File: src/clk_pkg.sv
package clk_pkg;
  // Source select codes as stored in the fuses.
  localparam logic [3:0] SRC_EXT = 4'h0;
  localparam logic [3:0] SRC_RC8M = 4'h2;
  localparam logic [3:0] SRC_RC128K = 4'h4;
  localparam logic [3:0] SRC_LFXO = 4'h6;
  localparam int SRC_XO_BIT = 3;
  // Start-up time fuse codes.
  localparam logic [1:0] DLY_SHORT = 2'h0;
  localparam logic [1:0] DLY_4MS = 2'h1;
  localparam logic [1:0] DLY_64MS = 2'h2;
  localparam logic [1:0] DLY_RSVD = 2'h3;
  // A stored zero means the fuse is programmed.
  localparam logic FUSE_PROG = 1'b0;
  localparam logic FUSE_UNPROG = 1'b1;
  // Cycle counts on the selected source.
  localparam int CNT_W = 14;
  localparam logic [CNT_W-1:0] PD_CK = 14'h0006;
  localparam logic [CNT_W-1:0] RST_CK = 14'h000e;
  localparam int XO_PD_CK = 1024;
  // Reset time-outs, counted on the 128 kHz watchdog oscillator.
  localparam int WDT_OSC_KHZ = 128;
  localparam int T_4MS_MS = 4;
  localparam int T_64MS_MS = 64;
  localparam int WDT_4MS_CYC = T_4MS_MS * WDT_OSC_KHZ;
  localparam int WDT_64MS_CYC = T_64MS_MS * WDT_OSC_KHZ;
  // Synchroniser channels.
  localparam int CH_CK = 0;
  localparam int CH_WDT = 1;
  localparam int CH_IRQ = 2;
  // Register map and fields.
  localparam logic [11:0] ADDR_CTRL = 12'h000;
  localparam logic [11:0] ADDR_CAL = 12'h004;
  localparam logic [11:0] ADDR_STAT = 12'h008;
  localparam int CTRL_SLEEP_BIT = 2;
  localparam int STAT_FAULT_BIT = 4;
  localparam int STAT_RUN_BIT = 5;
  localparam int STAT_IRQ_BIT = 6;
  typedef enum logic [1:0] {SM_IDLE, SM_ADC_NR, SM_PWR_DOWN} sleep_mode_t;
  typedef enum logic [2:0] {
    ST_LATCH, ST_RST_CK, ST_RST_WDT, ST_RUN, ST_SLEEP, ST_WAKE_CK, ST_FAULT
  } state_t;
  typedef struct packed {
    logic [3:0] src;
    logic [1:0] dly;
    logic rst_dis;
    logic div8;
  } fuse_t;
  typedef struct packed {
    logic core;
    logic io;
    logic flash;
    logic adc;
  } clk_en_t;
  typedef struct packed {
    logic psel;
    logic penable;
    logic pwrite;
    logic [11:0] paddr;
    logic [31:0] pwdata;
  } apb_req_t;
  typedef struct packed {
    logic [31:0] prdata;
    logic pready;
    logic pslverr;
  } apb_rsp_t;
  // Fuse image of a device as delivered.
  localparam fuse_t SHIP_FUSE = '{src: SRC_RC8M, dly: DLY_64MS, rst_dis: FUSE_UNPROG,
                                  div8: FUSE_PROG};
endpackage : clk_pkg

File: src/clock_startup.sv
`timescale 1ns/1ns
// Function
// - Decode source fuses: 0000 ext, 0010 RC, 0100 128k, 0110 LF, 1xxx crystal.
// - A fuse bit stored as zero is programmed, one is unprogrammed.
// - Wake from power-down waits its cycle count on the selected clock.
// - Reset adds a watchdog delay: 512 cycles for 4 ms, 8192 for 64 ms.
// - External clock: 6 cycles from power-down; reset 14, plus 4 or 64 ms.
// - Reset loads the factory calibration byte into the trim register.
// - Software may rewrite the trim register, retrimming the RC oscillator.
// - Internal 8 MHz RC uses the same start-up options as external clock.
// - Reset pin disabled turns the 14-cycle option into 14 cycles plus 4 ms.
// - Watchdog and reset time-out always run on the watchdog oscillator.
// - Some external interrupts are seen even with peripheral clock halted.
// - Program memory clock runs and halts together with the core clock.
// - In ADC noise reduction mode the converter clock keeps running while core and peripherals are halted.
// - Sleep mode halts unused clocks; halting core stops all core work.
// - Delivered fuses: internal RC, start-up code 10, divide by eight.
// - 128 kHz source: 6 cycles from power-down, same reset options.
module clock_startup #(
  parameter int WDT_LONG_CYC = clk_pkg::WDT_64MS_CYC,
  parameter int WDT_SHORT_CYC = clk_pkg::WDT_4MS_CYC,
  parameter int XO_PD_CYC = clk_pkg::XO_PD_CK
) (
  input wire logic CLK_IN, // System clock, 250 MHz.
  input wire logic RESET_IN, // Asynchronous reset, active high.
  input wire clk_pkg::apb_req_t APB_REQ_IN, // Register bus request.
  output clk_pkg::apb_rsp_t APB_RSP_OUT, // Register bus answer.
  input wire clk_pkg::fuse_t FUSE_IN, // Stored fuse bits.
  input wire logic FUSE_BLANK_IN, // High selects the delivered fuse image.
  input wire logic [7:0] FACTORY_CAL_IN, // Factory calibration byte.
  input wire logic SEL_OSC_IN, // Selected source clock, asynchronous.
  input wire logic WDT_OSC_IN, // Watchdog oscillator, asynchronous.
  input wire logic EXT_IRQ_IN, // External interrupt pin, asynchronous.
  input wire logic WAKE_IN, // Other wake request, same clock.
  output clk_pkg::clk_en_t CLK_EN_OUT, // Clock domain enables.
  output logic [3:0] OSC_SRC_OUT, // Source select to the oscillator mux.
  output logic [7:0] OSC_TRIM_OUT, // RC oscillator trim.
  output logic PRESCALE8_OUT, // Start with divide by eight.
  output logic WDT_TICK_OUT, // One pulse per watchdog oscillator cycle.
  output logic IRQ_DETECT_OUT, // Sticky external interrupt.
  output logic SRC_FAULT_OUT // Reserved fuse code latched.
);
  typedef struct packed {
    clk_pkg::state_t st;
    clk_pkg::sleep_mode_t mode;
    clk_pkg::fuse_t fuse;
    logic [7:0] cal;
    logic [clk_pkg::CNT_W-1:0] cnt;
    logic [2:0][2:0] sync;
    logic [2:0] filt;
    logic irq_pend;
    logic wdt_tick;
    clk_pkg::clk_en_t en;
    logic [31:0] prdata;
  } regs_t;

  localparam regs_t RST_VAL = '{st: clk_pkg::ST_LATCH, mode: clk_pkg::SM_IDLE,
                                fuse: clk_pkg::SHIP_FUSE, default: '0};

  regs_t r;
  regs_t n;
  logic [2:0] raw;
  logic [2:0] rise;
  logic xo;
  logic [clk_pkg::CNT_W-1:0] pd_tgt;
  logic [clk_pkg::CNT_W-1:0] wdt_tgt;
  logic acc;
  logic wr;
  logic hit;
  logic [31:0] rd;
  clk_pkg::fuse_t eff;

  // Crystal-type sources take the longer power-down count.
  function automatic logic is_xo(input logic [3:0] src);
    is_xo = src[clk_pkg::SRC_XO_BIT] | (src == clk_pkg::SRC_LFXO);
  endfunction : is_xo

  assign raw = {EXT_IRQ_IN, WDT_OSC_IN, SEL_OSC_IN};
  assign acc = APB_REQ_IN.psel & APB_REQ_IN.penable;
  assign wr = acc & APB_REQ_IN.pwrite;
  assign hit = (APB_REQ_IN.paddr == clk_pkg::ADDR_CTRL) |
               (APB_REQ_IN.paddr == clk_pkg::ADDR_CAL) |
               (APB_REQ_IN.paddr == clk_pkg::ADDR_STAT);
  assign eff = FUSE_BLANK_IN ? clk_pkg::SHIP_FUSE : FUSE_IN;

  // Targets follow the latched fuses, so they hold still during a count.
  always_comb begin
    xo = is_xo(r.fuse.src);
    pd_tgt = xo ? clk_pkg::CNT_W'(XO_PD_CYC) : clk_pkg::PD_CK;
    unique case (r.fuse.dly)
      clk_pkg::DLY_SHORT: begin
        wdt_tgt = (r.fuse.rst_dis == clk_pkg::FUSE_PROG) ?
                  clk_pkg::CNT_W'(WDT_SHORT_CYC) : '0;
      end
      clk_pkg::DLY_4MS: wdt_tgt = clk_pkg::CNT_W'(WDT_SHORT_CYC);
      default: wdt_tgt = clk_pkg::CNT_W'(WDT_LONG_CYC);
    endcase
  end

  // Read mux; reserved bits read as zero.
  always_comb begin
    rd = '0;
    if (APB_REQ_IN.paddr == clk_pkg::ADDR_CTRL) begin
      rd[1:0] = r.mode;
    end else if (APB_REQ_IN.paddr == clk_pkg::ADDR_CAL) begin
      rd[7:0] = r.cal;
    end else if (APB_REQ_IN.paddr == clk_pkg::ADDR_STAT) begin
      rd[3:0] = r.fuse.src;
      rd[clk_pkg::STAT_FAULT_BIT] = (r.st == clk_pkg::ST_FAULT);
      rd[clk_pkg::STAT_RUN_BIT] = (r.st == clk_pkg::ST_RUN);
      rd[clk_pkg::STAT_IRQ_BIT] = r.irq_pend;
    end
  end

  // Next state of the whole block.
  always_comb begin
    n = r;
    rise = '0;
    // Three-stage sampling; a level counts once stages two and three agree.
    for (int i = 0; i < 3; i++) begin
      n.sync[i] = {r.sync[i][1:0], raw[i]};
      if (r.sync[i][1] == r.sync[i][2]) begin
        n.filt[i] = r.sync[i][2];
        rise[i] = r.sync[i][2] & ~r.filt[i];
      end
    end
    n.wdt_tick = rise[clk_pkg::CH_WDT];
    // Read data is caught in the setup phase so it stands through access.
    if (APB_REQ_IN.psel && !APB_REQ_IN.penable) begin
      n.prdata = rd;
    end
    if (wr && APB_REQ_IN.paddr == clk_pkg::ADDR_CAL) begin
      n.cal = APB_REQ_IN.pwdata[7:0];
    end
    if (wr && APB_REQ_IN.paddr == clk_pkg::ADDR_CTRL) begin
      n.mode = clk_pkg::sleep_mode_t'(APB_REQ_IN.pwdata[1:0]);
    end
    if (wr && APB_REQ_IN.paddr == clk_pkg::ADDR_STAT &&
        APB_REQ_IN.pwdata[clk_pkg::STAT_IRQ_BIT]) begin
      n.irq_pend = 1'b0;
    end
    // The sampler never stops with the peripheral clock, and a set beats a clear.
    if (rise[clk_pkg::CH_IRQ]) begin
      n.irq_pend = 1'b1;
    end
    unique case (r.st)
      clk_pkg::ST_LATCH: begin
        // Fuses and calibration are caught at the first edge after reset.
        n.fuse = eff;
        n.cal = FACTORY_CAL_IN;
        n.cnt = '0;
        if ((!eff.src[clk_pkg::SRC_XO_BIT] && eff.src[0]) ||
            (!is_xo(eff.src) && eff.dly == clk_pkg::DLY_RSVD)) begin
          n.st = clk_pkg::ST_FAULT;
        end else begin
          n.st = clk_pkg::ST_RST_CK;
        end
      end
      clk_pkg::ST_RST_CK: begin
        if (rise[clk_pkg::CH_CK]) begin
          n.cnt = r.cnt + 1'b1;
          if (r.cnt == clk_pkg::RST_CK - 1'b1) begin
            n.cnt = '0;
            n.st = clk_pkg::ST_RST_WDT;
          end
        end
      end
      clk_pkg::ST_RST_WDT: begin
        if (r.cnt >= wdt_tgt) begin
          n.cnt = '0;
          n.st = clk_pkg::ST_RUN;
        end else if (rise[clk_pkg::CH_WDT]) begin
          n.cnt = r.cnt + 1'b1;
        end
      end
      clk_pkg::ST_RUN: begin
        if (wr && APB_REQ_IN.paddr == clk_pkg::ADDR_CTRL &&
            APB_REQ_IN.pwdata[clk_pkg::CTRL_SLEEP_BIT]) begin
          n.st = clk_pkg::ST_SLEEP;
        end
      end
      clk_pkg::ST_SLEEP: begin
        // Idle and noise reduction keep the source running; every other mode, power-down included, takes a start-up count.
        if (rise[clk_pkg::CH_IRQ] || WAKE_IN) begin
          n.cnt = '0;
          if (r.mode == clk_pkg::SM_IDLE || r.mode == clk_pkg::SM_ADC_NR) begin
            n.st = clk_pkg::ST_RUN;
          end else begin
            n.st = clk_pkg::ST_WAKE_CK;
          end
        end
      end
      clk_pkg::ST_WAKE_CK: begin
        if (rise[clk_pkg::CH_CK]) begin
          n.cnt = r.cnt + 1'b1;
          if (r.cnt == pd_tgt - 1'b1) begin
            n.cnt = '0;
            n.st = clk_pkg::ST_RUN;
          end
        end
      end
      clk_pkg::ST_FAULT: begin
        // A reserved fuse code keeps every clock halted until the next reset.
        n.st = clk_pkg::ST_FAULT;
      end
      default: n.st = clk_pkg::ST_FAULT;
    endcase
    n.en = '0;
    if (n.st == clk_pkg::ST_RUN) begin
      n.en = '1;
    end else if (n.st == clk_pkg::ST_SLEEP) begin
      // converter keeps running in idle and noise reduction only
      // The new mode is used, so the first sleep cycle already halts the right domains.
      n.en.adc = (n.mode == clk_pkg::SM_IDLE) || (n.mode == clk_pkg::SM_ADC_NR);
      n.en.io = (n.mode == clk_pkg::SM_IDLE);
    end
    n.en.flash = n.en.core;
  end

  // One register stage for the whole block.
  always_ff @(posedge CLK_IN or posedge RESET_IN) begin
    if (RESET_IN) begin
      r <= RST_VAL;
    end else begin
      r <= n;
    end
  end

  // Zero-wait slave; unmapped addresses answer with an error.
  assign APB_RSP_OUT.prdata = r.prdata;
  assign APB_RSP_OUT.pready = 1'b1;
  assign APB_RSP_OUT.pslverr = acc & ~hit;
  assign CLK_EN_OUT = r.en;
  assign OSC_SRC_OUT = r.fuse.src;
  assign OSC_TRIM_OUT = r.cal;
  assign PRESCALE8_OUT = (r.fuse.div8 == clk_pkg::FUSE_PROG);
  assign WDT_TICK_OUT = r.wdt_tick;
  assign IRQ_DETECT_OUT = r.irq_pend;
  assign SRC_FAULT_OUT = (r.st == clk_pkg::ST_FAULT);

  // Checks on the sequencer and the clock enables.
  a_reserved_src: assert property (@(posedge CLK_IN) disable iff (RESET_IN)
    (r.st == clk_pkg::ST_LATCH && !eff.src[clk_pkg::SRC_XO_BIT] && eff.src[0])
    |=> SRC_FAULT_OUT && !CLK_EN_OUT.core)
    else $error("Reserved source code did not fault.");
  a_fuse_polarity: assert property (@(posedge CLK_IN) disable iff (RESET_IN)
    (r.st == clk_pkg::ST_LATCH) |=> PRESCALE8_OUT == !$past(eff.div8))
    else $error("Divide fuse polarity wrong.");
  a_wake_count: assert property (@(posedge CLK_IN) disable iff (RESET_IN)
    (r.st == clk_pkg::ST_WAKE_CK && n.st == clk_pkg::ST_RUN)
    |-> rise[clk_pkg::CH_CK] && r.cnt == pd_tgt - 1'b1)
    else $error("Wake released before its count.");
  a_wdt_timeout: assert property (@(posedge CLK_IN) disable iff (RESET_IN)
    (r.st == clk_pkg::ST_RST_WDT && n.st == clk_pkg::ST_RUN) |-> r.cnt == wdt_tgt)
    else $error("Watchdog delay length wrong.");
  a_reset_ck_count: assert property (@(posedge CLK_IN) disable iff (RESET_IN)
    (r.st == clk_pkg::ST_RST_CK && n.st == clk_pkg::ST_RST_WDT)
    |-> rise[clk_pkg::CH_CK] && r.cnt == clk_pkg::RST_CK - 1'b1)
    else $error("Reset cycle count wrong.");
  a_cal_load: assert property (@(posedge CLK_IN) disable iff (RESET_IN)
    (r.st == clk_pkg::ST_LATCH) |=> OSC_TRIM_OUT == $past(FACTORY_CAL_IN))
    else $error("Factory calibration not loaded.");
  a_cal_write: assert property (@(posedge CLK_IN) disable iff (RESET_IN)
    (wr && APB_REQ_IN.paddr == clk_pkg::ADDR_CAL && r.st != clk_pkg::ST_LATCH)
    |=> OSC_TRIM_OUT == $past(APB_REQ_IN.pwdata[7:0]))
    else $error("Trim write lost.");
  a_rstdis_delay: assert property (@(posedge CLK_IN) disable iff (RESET_IN)
    (r.st == clk_pkg::ST_RST_WDT && r.fuse.dly == clk_pkg::DLY_SHORT &&
     r.fuse.rst_dis == clk_pkg::FUSE_PROG) |-> wdt_tgt == WDT_SHORT_CYC)
    else $error("Reset pin option lacks 4 ms.");
  a_wdt_tick: assert property (@(posedge CLK_IN) disable iff (RESET_IN)
    rise[clk_pkg::CH_WDT] |=> WDT_TICK_OUT ##1 !WDT_TICK_OUT)
    else $error("Watchdog tick missing.");
  a_irq_halted: assert property (@(posedge CLK_IN) disable iff (RESET_IN)
    (rise[clk_pkg::CH_IRQ] && !CLK_EN_OUT.io) |=> IRQ_DETECT_OUT)
    else $error("Interrupt lost while halted.");
  a_flash_core: assert property (@(posedge CLK_IN) disable iff (RESET_IN)
    CLK_EN_OUT.flash == CLK_EN_OUT.core)
    else $error("Flash clock split from core.");
  a_adc_noise: assert property (@(posedge CLK_IN) disable iff (RESET_IN)
    (r.st == clk_pkg::ST_SLEEP && r.mode == clk_pkg::SM_ADC_NR)
    |=> $past(n.st) != clk_pkg::ST_SLEEP || (CLK_EN_OUT.adc && !CLK_EN_OUT.io))
    else $error("Converter clock wrong in noise mode.");
  a_core_run: assert property (@(posedge CLK_IN) disable iff (RESET_IN)
    CLK_EN_OUT.core |-> r.st == clk_pkg::ST_RUN)
    else $error("Core clock on outside run.");
  a_ship_image: assert property (@(posedge CLK_IN) disable iff (RESET_IN)
    (r.st == clk_pkg::ST_LATCH && FUSE_BLANK_IN) |=> r.fuse == clk_pkg::SHIP_FUSE)
    else $error("Delivered fuse image wrong.");
  a_release_order: assert property (@(posedge CLK_IN) disable iff (RESET_IN)
    (r.st == clk_pkg::ST_RST_CK) |=> !CLK_EN_OUT.core &&
    (r.st == clk_pkg::ST_RST_CK || r.st == clk_pkg::ST_RST_WDT))
    else $error("Clocks released before the cycle count.");
endmodule : clock_startup

File: config.mk
export PLATFORM = sky130hd
export DESIGN_NAME = clock_startup
export DESIGN_NICKNAME = d
export VERILOG_FILES = /design/src/clk_pkg.sv /design/src/clock_startup.sv
export SDC_FILE = /design/constraint.sdc
export NUM_CORES = 1
export LEC_CHECK = 0
export BUFFER_PORTS_ARGS = -buffer_cell sky130_fd_sc_hd__buf_2
export CAP_MARGIN = 20
export CORE_MARGIN = 3
export CORE_UTILIZATION = 50
export CTS_BUF_LIST = sky130_fd_sc_hd__clkbuf_4 sky130_fd_sc_hd__clkbuf_8
export CTS_CLUSTER_DIAMETER = 40
export DETAILED_ROUTE_END_ITERATION = 10
export PLACE_DENSITY_LB_ADDON = 0.08
export SLEW_MARGIN = 20
export SYNTH_ARGS = -nofsm -noshare
export SYNTH_HDL_FRONTEND = slang
export SYNTH_SLANG_ARGS = --single-unit
File: constraint.sdc
create_clock -name CLK_IN -period 5.84 [get_ports CLK_IN]
set_input_delay 0 -clock CLK_IN [delete_from_list [all_inputs] [get_ports CLK_IN]]
set_output_delay 0 -clock CLK_IN [all_outputs]
set_load 0.005 [all_outputs]
== Word-level counts from Yosys, hierarchy flattened ==
Cells that the tools add are included.

* Bits in latches: 0
* Output and inout port bits: 54
* Bits in read-only memories: 0
* Memory bits (writable): 0
* Register bits: 60
* Word-level logic and storage cells: 127
* Input bits: 70
* Memories kept: 0

* Reduce and logical (&&, ||, !) cells: 24
* Bitwise gates (word level): 15
* Add/subtract/negate cells: 2
* Order comparisons: 1
* Mux-type cells: 40
* Div/mod/pow operators: 0
* Equal/unequal tests: 25
* $mul: 0
* Shift operators: 0

{| class="wikitable"
|+ Operator list
! kind !! count
|-
| $mux W14 || 7
|-
| $pmux W14 S5 || 1
|-
| $pmux W14 S2 || 1
|-
| $mux W3 || 9
|-
| $mux W8 || 3
|-
| $pmux W3 S6 || 1
|-
| $add A14 B1 Y14 const B || 1
|-
| $eq A14 B14 Y1 || 1
|-
| $eq A14 B4 Y1 const B || 1
|-
| $ge A14 B14 Y1 || 1
|-
| $mux W7 || 2
|-
| $eq A12 B3 Y1 const B || 1
|-
| $eq A12 B4 Y1 const B || 1
|-
| $eq A3 B3 Y1 const B || 4
|-
| $logic_not A12 Y1 || 1
|-
| $sub A11 B1 Y12 const B || 1
|-
| $mux W1 || 11
|-
| $mux W11 || 1
|-
| $mux W10 || 1
|-
| $eq A3 B2 Y1 const B || 3
|-
| $eq A4 B3 Y1 const B || 2
|-
| $logic_and A1 B1 Y1 || 8
|-
| $and A1 B1 Y1 || 6
|-
| $eq A2 B1 Y1 const B || 3
|-
| 16 further kinds || 36
|}

== Logic depth before layout (Yosys ltp) ==
Gate-level depths: netlist of the first run.

* Depth in word-level cells: 11
* Depth in mapped cells: 11

== Worst setup path before layout of the first run ==
OpenSTA, ideal clock, no wires.

* Path type: reg2reg
* Start: register r[73] (netlist name)
* End: register r[51] (netlist name)
* Clock period less this slack: 2.433 ns
* Stages on the path, launching flop included: 11
* Slack: 3.407 ns
* Data required time: 5.719 ns
* Setup time: 0.121 ns
* Arrival time: 2.312 ns
* Path buffers: 2
* Cell sequence: dfstp_2 a21oi_1 ha_1 nor4bb_1 and4b_1 or3_1 o311ai_1 buf_2 buf_4 nor2_1 a22o_1

* Cells in the longest elaborated chain, start to end: 5

{| class="wikitable"
|+ RTL lines
! item !! line !! RTL
|-
| start: declaration || clock_startup.sv:60 || <nowiki>regs_t r;</nowiki>
|-
| start signal: assignment || clock_startup.sv:225 || <nowiki>r <= n;</nowiki>
|-
| $mux W10 * || clock_startup.sv:92 || <nowiki>wdt_tgt = (r.fuse.rst_dis == clk_pkg::FUSE_PROG) ?</nowiki>
|-
| $pmux W14 S2 * || clock_startup.sv:90 || <nowiki>unique case (r.fuse.dly)</nowiki>
|-
| $ge A14 B14 Y1 * || clock_startup.sv:169 || <nowiki>if (r.cnt >= wdt_tgt) begin</nowiki>
|-
| $ne A3 B3 Y1 (no source line) or $mux W14 (tied branches) || n/a ||
|-
| $reduce_and A5 Y1 (no source line) or $pmux W14 S5 (tied branches) || n/a ||
|}

Every way passes the cells marked *; elsewhere a longest branch is shown, timed or not.
A chain may end at the register's enable or synchronous reset.

== Worst setup path after layout of the first run ==
* Start: register r[73] (netlist name)
* End: register r[50] (netlist name)

The elaborated chain is that of the path after synthesis.

==> impl_metrics.csv, run 1 <==
group,metric,value,unit
synth,ys_seq_elements,60,
sta,worst_slew_pin_slew,810,ps
pwr,cellPowerDensity,203,mW/mm²
sta,timing.slew.headroom,0.460,
worst_setup_path,r2r-end,"r[50]$_DFFE_PP0P_",
die,fp-row-count,30,
die,die_x,90.3,µm
placed_design,port_buffers,74,
worst_setup_path,worstPathRequired,6110,ps
hold_path,hold_depth,4,
global_routing,gr-total-overflow,0,
clocking,cts.sinks,60,
detailed_routing,drt_iter0_markers,183,
worst_setup_path,start_kind,"flip-flop",
worst_setup_path,cp-end-kind,"flip-flop",
worst_setup_path,reg2reg_depth,9,
clocking,h-tree-depth,3,
sta,finalHoldViolCount,0,
synth,synth_top_area_share,0.401,
global_routing,grt_pass1_vias,2857,
synth,synth.distinct_cells,64,
worst_setup_path,crit_type,"reg2reg",
detailed_routing,wire_per_inst,14.3,µm
synth,ys_top_cells_by_count,"57 x dfrtp_1, 57 x nand2_1, 50 x buf_4, 25 x nor2_1, 19 x o21ai_0",
detailed_routing,drt_pass1_iterations,4,
global_routing,antenna_found_initial,0,
die,ios,124,
placed_design,place_congestion,0.889,
hold_path,hold_path_end,"APB_RSP_OUT[3]$_DFFE_PP0P_",
final_layout,nNetsFinal,544,
placed_design,hpwl,5600,µm
sta,fmax,0.346,GHz
final_layout,drive_gt1_frac,0.234,
sta,fin_hold_ws,9.05,ps
global_routing,grt_max_degree,61,
worst_setup_path,timing.reg2reg.setup_slack,2950,ps
synth,netlist_area,0.00355,mm²
clocking,clock_path_buffers,2,
final_layout,antenna_cells,0,
synth,synth_edf_count,0,
detailed_routing,vias,2980,
clocking,clk_pin_slew_worst_paths,70,ps
synth,ys.flop_type,"dfrtp_1",
pwr,p_switching,0.000196,W
die,start_util,0.520,
pwr,swShare,0.228,
global_routing,grt_pass1_wl,13800,µm
pwr,p_clk_frac,0.436,
clocking,worst_skew_pair.late_latency,330,ps
detailed_routing,routed_wl,8150,µm
die,die_h,90.3,µm
detailed_routing,antenna_left,0,
sta,drv_slew,0,
detailed_routing,drt-met1-wl,3670,µm
sta,rsz0062_at_grt,"no",
synth,synthArstFlopShare,1.00,
pwr,pwr-share-comb,0.069,
hold_path,min_from,"APB_REQ_IN[42]",
final_layout,syn2layout_area_growth,18.8,%
pwr,seqPwrFrac,0.495,
status,status,"finished clean",
detailed_routing,met3_length,592,µm
pwr,max-vdd-ir-drop,0.141,mV
die,coreArea,0.00683,mm²
synth,ys_warn_count,0,
worst_setup_path,cp.arrival,3160,ps
detailed_routing,vias_per_cell,5.23,
sta,setup_violations,0,
sta,fin_tns_setup,0,ps
flow_run,max_cap_viol_count,0,
pwr,p_leak,2.07,nW
clocking,cts_resized,0,
synth,netlist_instances,392,
synth,ys_seq_area_frac,0.424,
clocking,cts_tree,"yes",
global_routing,grt_use_total,0.208,
hold_path,hold_path.class,"in2reg",
synth,avgSynthCellArea,9.06,µm²
detailed_routing,top_layer,"met4",
detailed_routing,drcViolationCount,0,
worst_setup_path,crit_fanout,13,
sta,skew,10.6,ps
pwr,intPower,0.000662,W
die,dieArea,0.00815,mm²
sta,fin_crit_sh,0.495,
sta,period_minus_slack,2890,ps
synth,synth.top_cells.by_area,"dfrtp_1 40%, buf_4 11%, nand2_1 6.0%, o21ai_0 2.7%, nor2_1 2.6%",
clocking,root_buffer,"clkbuf_8",
synth,yosysTopAreaCell,"dfrtp_1",
clocking,cts_inserted_buffers,9,
detailed_routing,wl_met2,3750,µm
worst_setup_path,regToRegStartpoint,"r[73]$_DFFE_PP1P_",
layout by cell type, fill, tap and decap left out, types with 9 or more instances in the layout:
| cell type | n |
|---|---|
| a21oi_1 | 15 |
| dfrtp_1 | 57 |
| buf_2 | 74 |
| dlygate4sd3_1 | 32 |
| nand2_1 | 57 |
| conb_1 | 25 |
| clkbuf_8 | 9 |
| o21ai_0 | 19 |
| inv_1 | 14 |
| nand3_1 | 9 |
| nor2_1 | 25 |
power by group through the flow:
stage	logic (W)	clock network (W)	registers (W)
2_1_floorplan	0.0000346	0	0.000431
3_3_place_gp	0.0000457	0	0.000432
3_5_place_dp	0.0000463	0	0.000432
4_1_cts	0.0000589	0.000384	0.000424
5_1_grt	0.0000664	0.000407	0.000425
6_report	0.0000591	0.000374	0.000424
cell type report:
type | count | area [µm²]
flip-flops and latches | 60 | 1510
clock buffers | 12 | 146
inverters | 15 | 56.3
repair buffers | 110 | 721
well taps | 96 | 120
multi-input cells | 273 | 1620
fillers | 608 | 2610
clock inverters | 4 | 51.3
worst max-delay path, cell delays in order, from the launching register on:
cell,delay (ps)
dfstp_2,540
a21oi_1,90
ha_1,270
nor4bb_1,120
and4b_1,200
nor3_1,280
a32oi_1,160
buf_4,210
a21oi_1,670
mux2_2,290
metrics by stage:
| stage | worst slack, ps | utilization | power [W] | area (µm²) | std cells |
|---|---|---|---|---|---|
| CTS | 2970 | 0.618 | 0.000867 | 4220 | 570 |
| detailed placement | 2990 | 0.542 | 0.000478 | 3700 | 522 |
| global placement | 2980 | 0.542 | 0.000478 | 3700 | 522 |
| global route | 2810 | 0.618 | 0.000899 | 4220 | 570 |
| floorplan | 3410 | - | 0.000466 | 3640 | 415 |
| finish | 2950 | 0.618 | 0.000857 | 4220 | 570 |
kinds of logic after synthesis:
group	Yosys count	synth area share
fa+ha+maj	8	0.0261
other cells	2	0.00211
mux	5	0.0144
compound gates	89	0.178
simple gates	146	0.208
flops	60	0.424
buf+inv	82	0.148
sequential cells by signal, summed over array words and instances (netlist names):
signal,count
APB_RSP_OUT,8
WDT_TICK_OUT,1
IRQ_DETECT_OUT,1
OSC_SRC_OUT,4
r,29
n,6
OSC_TRIM_OUT,8
CLK_EN_OUT,3
timing repair:
action | 4_1_cts | 5_1_grt
endpoints found under the setup margin | 0 | 0
hold buffers | 32 | 0
buffers inserted | 0 | 0
hold endpoints to repair | 80 | 0
per-layer routing:
layer	track usage	vias up
met1	0.285	1389
li1	-	1466
met2	0.317	109
met4	0.0702	0
met3	0.0633	16
met5	0	-
worst max-delay path by stage:
stage,start,end,slack (ps),depth (start not counted)
6_report,r[73]$_DFFE_PP1P_,r[50]$_DFFE_PP0P_,2950,9
5_1_grt,r[73]$_DFFE_PP1P_,r[52]$_DFFE_PP0P_,2810,9
4_1_cts,r[73]$_DFFE_PP1P_,r[52]$_DFFE_PP0P_,2970,9
3_5_place_dp,r[73]$_DFFE_PP1P_,r[52]$_DFFE_PP0P_,2990,9
3_3_place_gp,r[73]$_DFFE_PP1P_,r[52]$_DFFE_PP0P_,2980,9
2_1_floorplan,r[73]$_DFFE_PP1P_,r[51]$_DFFE_PP0P_,3410,10
(Power assumes the default switching activity.)
==> run 2, diff against run 1 <==
==> constraint.sdc (replaced) <==
create_clock -name CLK_IN -period 2.7 [get_ports CLK_IN]
set_input_delay 0 -clock CLK_IN [delete_from_list [all_inputs] [get_ports CLK_IN]]
set_output_delay 0 -clock CLK_IN [all_outputs]
set_load 0.005 [all_outputs]
==> run 2 against run 1 <==
Compared with the run above:
- power rose by 130%
- highest routed layer unchanged
- clock-buffer cell count shrank 3
- non-clock buffer count up 11
- critical endpoint is now r[52]$_DFFE_PP0P_
- utilization up 1.8 points
==> impl_metrics.csv, run 2 (synthesis gave the netlist of run 1 again) <==
group,metric,value,unit
pwr,intPower,0.00150,W
sta,setup_violations,0,
global_routing,use_met3,0.0500,
clocking,root_buffer,"clkbuf_8",
final_layout,mostFrequentLayoutCell,"buf_2",
hold_path,hold_path.class,"in2reg",
sta,finalHoldViolCount,0,
detailed_routing,wire_per_inst,14.5,µm
die,fp-row-count,30,
global_routing,antenna_found_initial,0,
worst_setup_path,crit_fanout,9,
final_layout,final_cell_mix,"74 x buf_2, 57 x dfrtp_1, 57 x nand2_1",
die,start_util,0.520,
worst_setup_path,crit_slowest_cell,"dfstp_2",
pwr,pwr-share-comb,0.067,
pwr,p_switching,0.000458,W
clocking,cts.sinks,60,
sta,skew,5.80,ps
die,ios,124,
die,die_x,90.3,µm
sta,drv_slew,0,
sta,fin_tns_setup,0,ps
global_routing,grt_pass1_vias,2831,
sta,fmax,0.387,GHz
detailed_routing,antenna_left,0,
clocking,h-tree-depth,3,
sta,timing.slew.headroom,0.557,
flow_run,max_cap_viol_count,0,
placed_design,port_buffers,74,
worst_setup_path,path_cells,"a21oi_1 -> ha_1 -> nor4bb_1 -> and4b_1 -> or3_1 -> o311ai_2 -> a21oi_2 -> a311o_1",
pwr,cellPowerDensity,450,mW/mm²
placed_design,hpwl,5840,µm
final_layout,ff_latch_area,0.00151,mm²
pwr,p_clk_frac,0.465,
global_routing,busiest_layer,"met2",
worst_setup_path,max_stage_delay,530,ps
clocking,cts_tree,"yes",
detailed_routing,vias,3023,
final_layout,antenna_cells,0,
global_routing,gr-total-overflow,0,
global_routing,met2_usage,0.329,
die,dieArea,0.00815,mm²
final_layout,largest_reg_flops,29,
sta,rsz0062_at_grt,"no",
die,coreArea,0.00683,mm²
pwr,swShare,0.234,
worst_setup_path,cp-end-kind,"flip-flop",
sta,fin_crit_sh,0.957,
final_layout,drive_gt1_frac,0.247,
final_layout,multi_input_area,0.00163,mm²
pwr,p_leak,2.12,nW
clocking,clk_pin_slew_worst_paths,70,ps
global_routing,met1_usage,0.284,
worst_setup_path,crit_family,"compound AO/OA/AOI/OAI gates",
status,status,"finished clean",
worst_setup_path,worst-path-buf-inv,0,
final_layout,fill_cells,614,
clocking,clock_path_buffers,2,
worst_setup_path,crit_type,"reg2reg",
global_routing,grt_pass1_wl,13800,µm
final_layout,syn2layout_area_growth,22.3,%
detailed_routing,vias_per_cell,5.20,
final_layout,finish.utilization,0.636,
sta,period_minus_slack,2580,ps
detailed_routing,routed_wl,8450,µm
global_routing,grt_max_degree,25,
detailed_routing,drcViolationCount,0,
clocking,worst_skew_pair.late_latency,350,ps
die,die_h,90.3,µm
clocking,cts_inserted_buffers,9,
final_layout,regMostFlops,"r",
global_routing,grt_use_total,0.212,
pwr,max-vdd-ir-drop,0.372,mV
worst_setup_path,start_kind,"flip-flop",
placed_design,place_congestion,0.812,
detailed_routing,drt_iter0_markers,204,
worst_setup_path,worstPathRequired,2940,ps
final_layout,nNetsFinal,555,
worst_setup_path,cp.arrival,2820,ps
detailed_routing,drt_pass1_iterations,4,
sta,worst_slew_pin_slew,662,ps
pwr,seqPwrFrac,0.469,
## run 2: cell count changes in the layout (fill, tap and decap cells not counted), sizes merged
cell	before	now
inv	15	16
dlygate4sd3	32	35
buf	78	86
clkbuf	12	9
clkinv	2	3
bufinv	1	2
## run 2: routing by layer
layer,share of wire,routed length [µm]
met1,0.46,3910
met3,0.059,495
met5,0,0
met2,0.46,3900
met4,0.018,148
## run 2: worst register-to-register path: cells and delay by family, from the launching register on
family          cells  cell delay, ps
fa+ha+maj           1             290
simple gates        3             650
compound gates      4            1010
flops               1             530
## run 2: through the flow
stage	power, W	hold WS (ps)	cell area (µm²)	std cells	setup slack, ps
floorplan	0.00101	31.4	3640	415	267
global placement	0.00103	1.52	3720	525	128
detailed placement	0.00104	6.39	3720	525	64.7
CTS	0.00198	0.635	4300	576	16.1
global route	0.00204	40.7	4340	581	12.1
finish	0.00196	23.9	4340	581	115
## run 2: worst paths after layout
| kind | from | end | slack, ps | cells past startpoint |
|---|---|---|---|---|
| worst max-delay path | r[73]$_DFFE_PP1P_ | r[52]$_DFFE_PP0P_ | 120 | 8 |
| worst min-delay path | FUSE_BLANK_IN | OSC_SRC_OUT[3]$_DFFE_PP0P_ | 20 | 3 |
| worst max register to register | r[73]$_DFFE_PP1P_ | r[52]$_DFFE_PP0P_ | 120 | 8 |
| worst min register to register | n[42]$_DFF_PP0_ | n[43]$_DFF_PP0_ | 350 | 0 |
| max in group asynchronous | RESET_IN | r[75]$_DFFE_PP1P_ | 1820 | 4 |
| min in group asynchronous | RESET_IN | WDT_TICK_OUT$_DFF_PP0_ | 170 | 3 |
## run 2: layout make-up
cell class	count	share of cell area
multi-input cells	273	0.374
flip-flops and latches	60	0.346
repair buffers	121	0.187
clock buffers	9	0.0285
well taps	96	0.0276
clock inverters	7	0.0228
inverters	15	0.0130
## run 2: what timing repair did
item,CTS,global route
resized for setup,0,3
endpoints found under the setup margin,0,13
buffers inserted,0,5
hold buffers,35,0
hold endpoints to repair,39,0
## run 2: power groups by stage
stage          Clock (W)  Sequential (W)  Combinational, W
6_report        0.000909        0.000917          0.000130
5_1_grt         0.000973        0.000919          0.000146
4_1_cts         0.000933        0.000917          0.000130
3_5_place_dp           0        0.000934          0.000101
3_3_place_gp           0        0.000934          0.000100
2_1_floorplan          0        0.000933         0.0000748
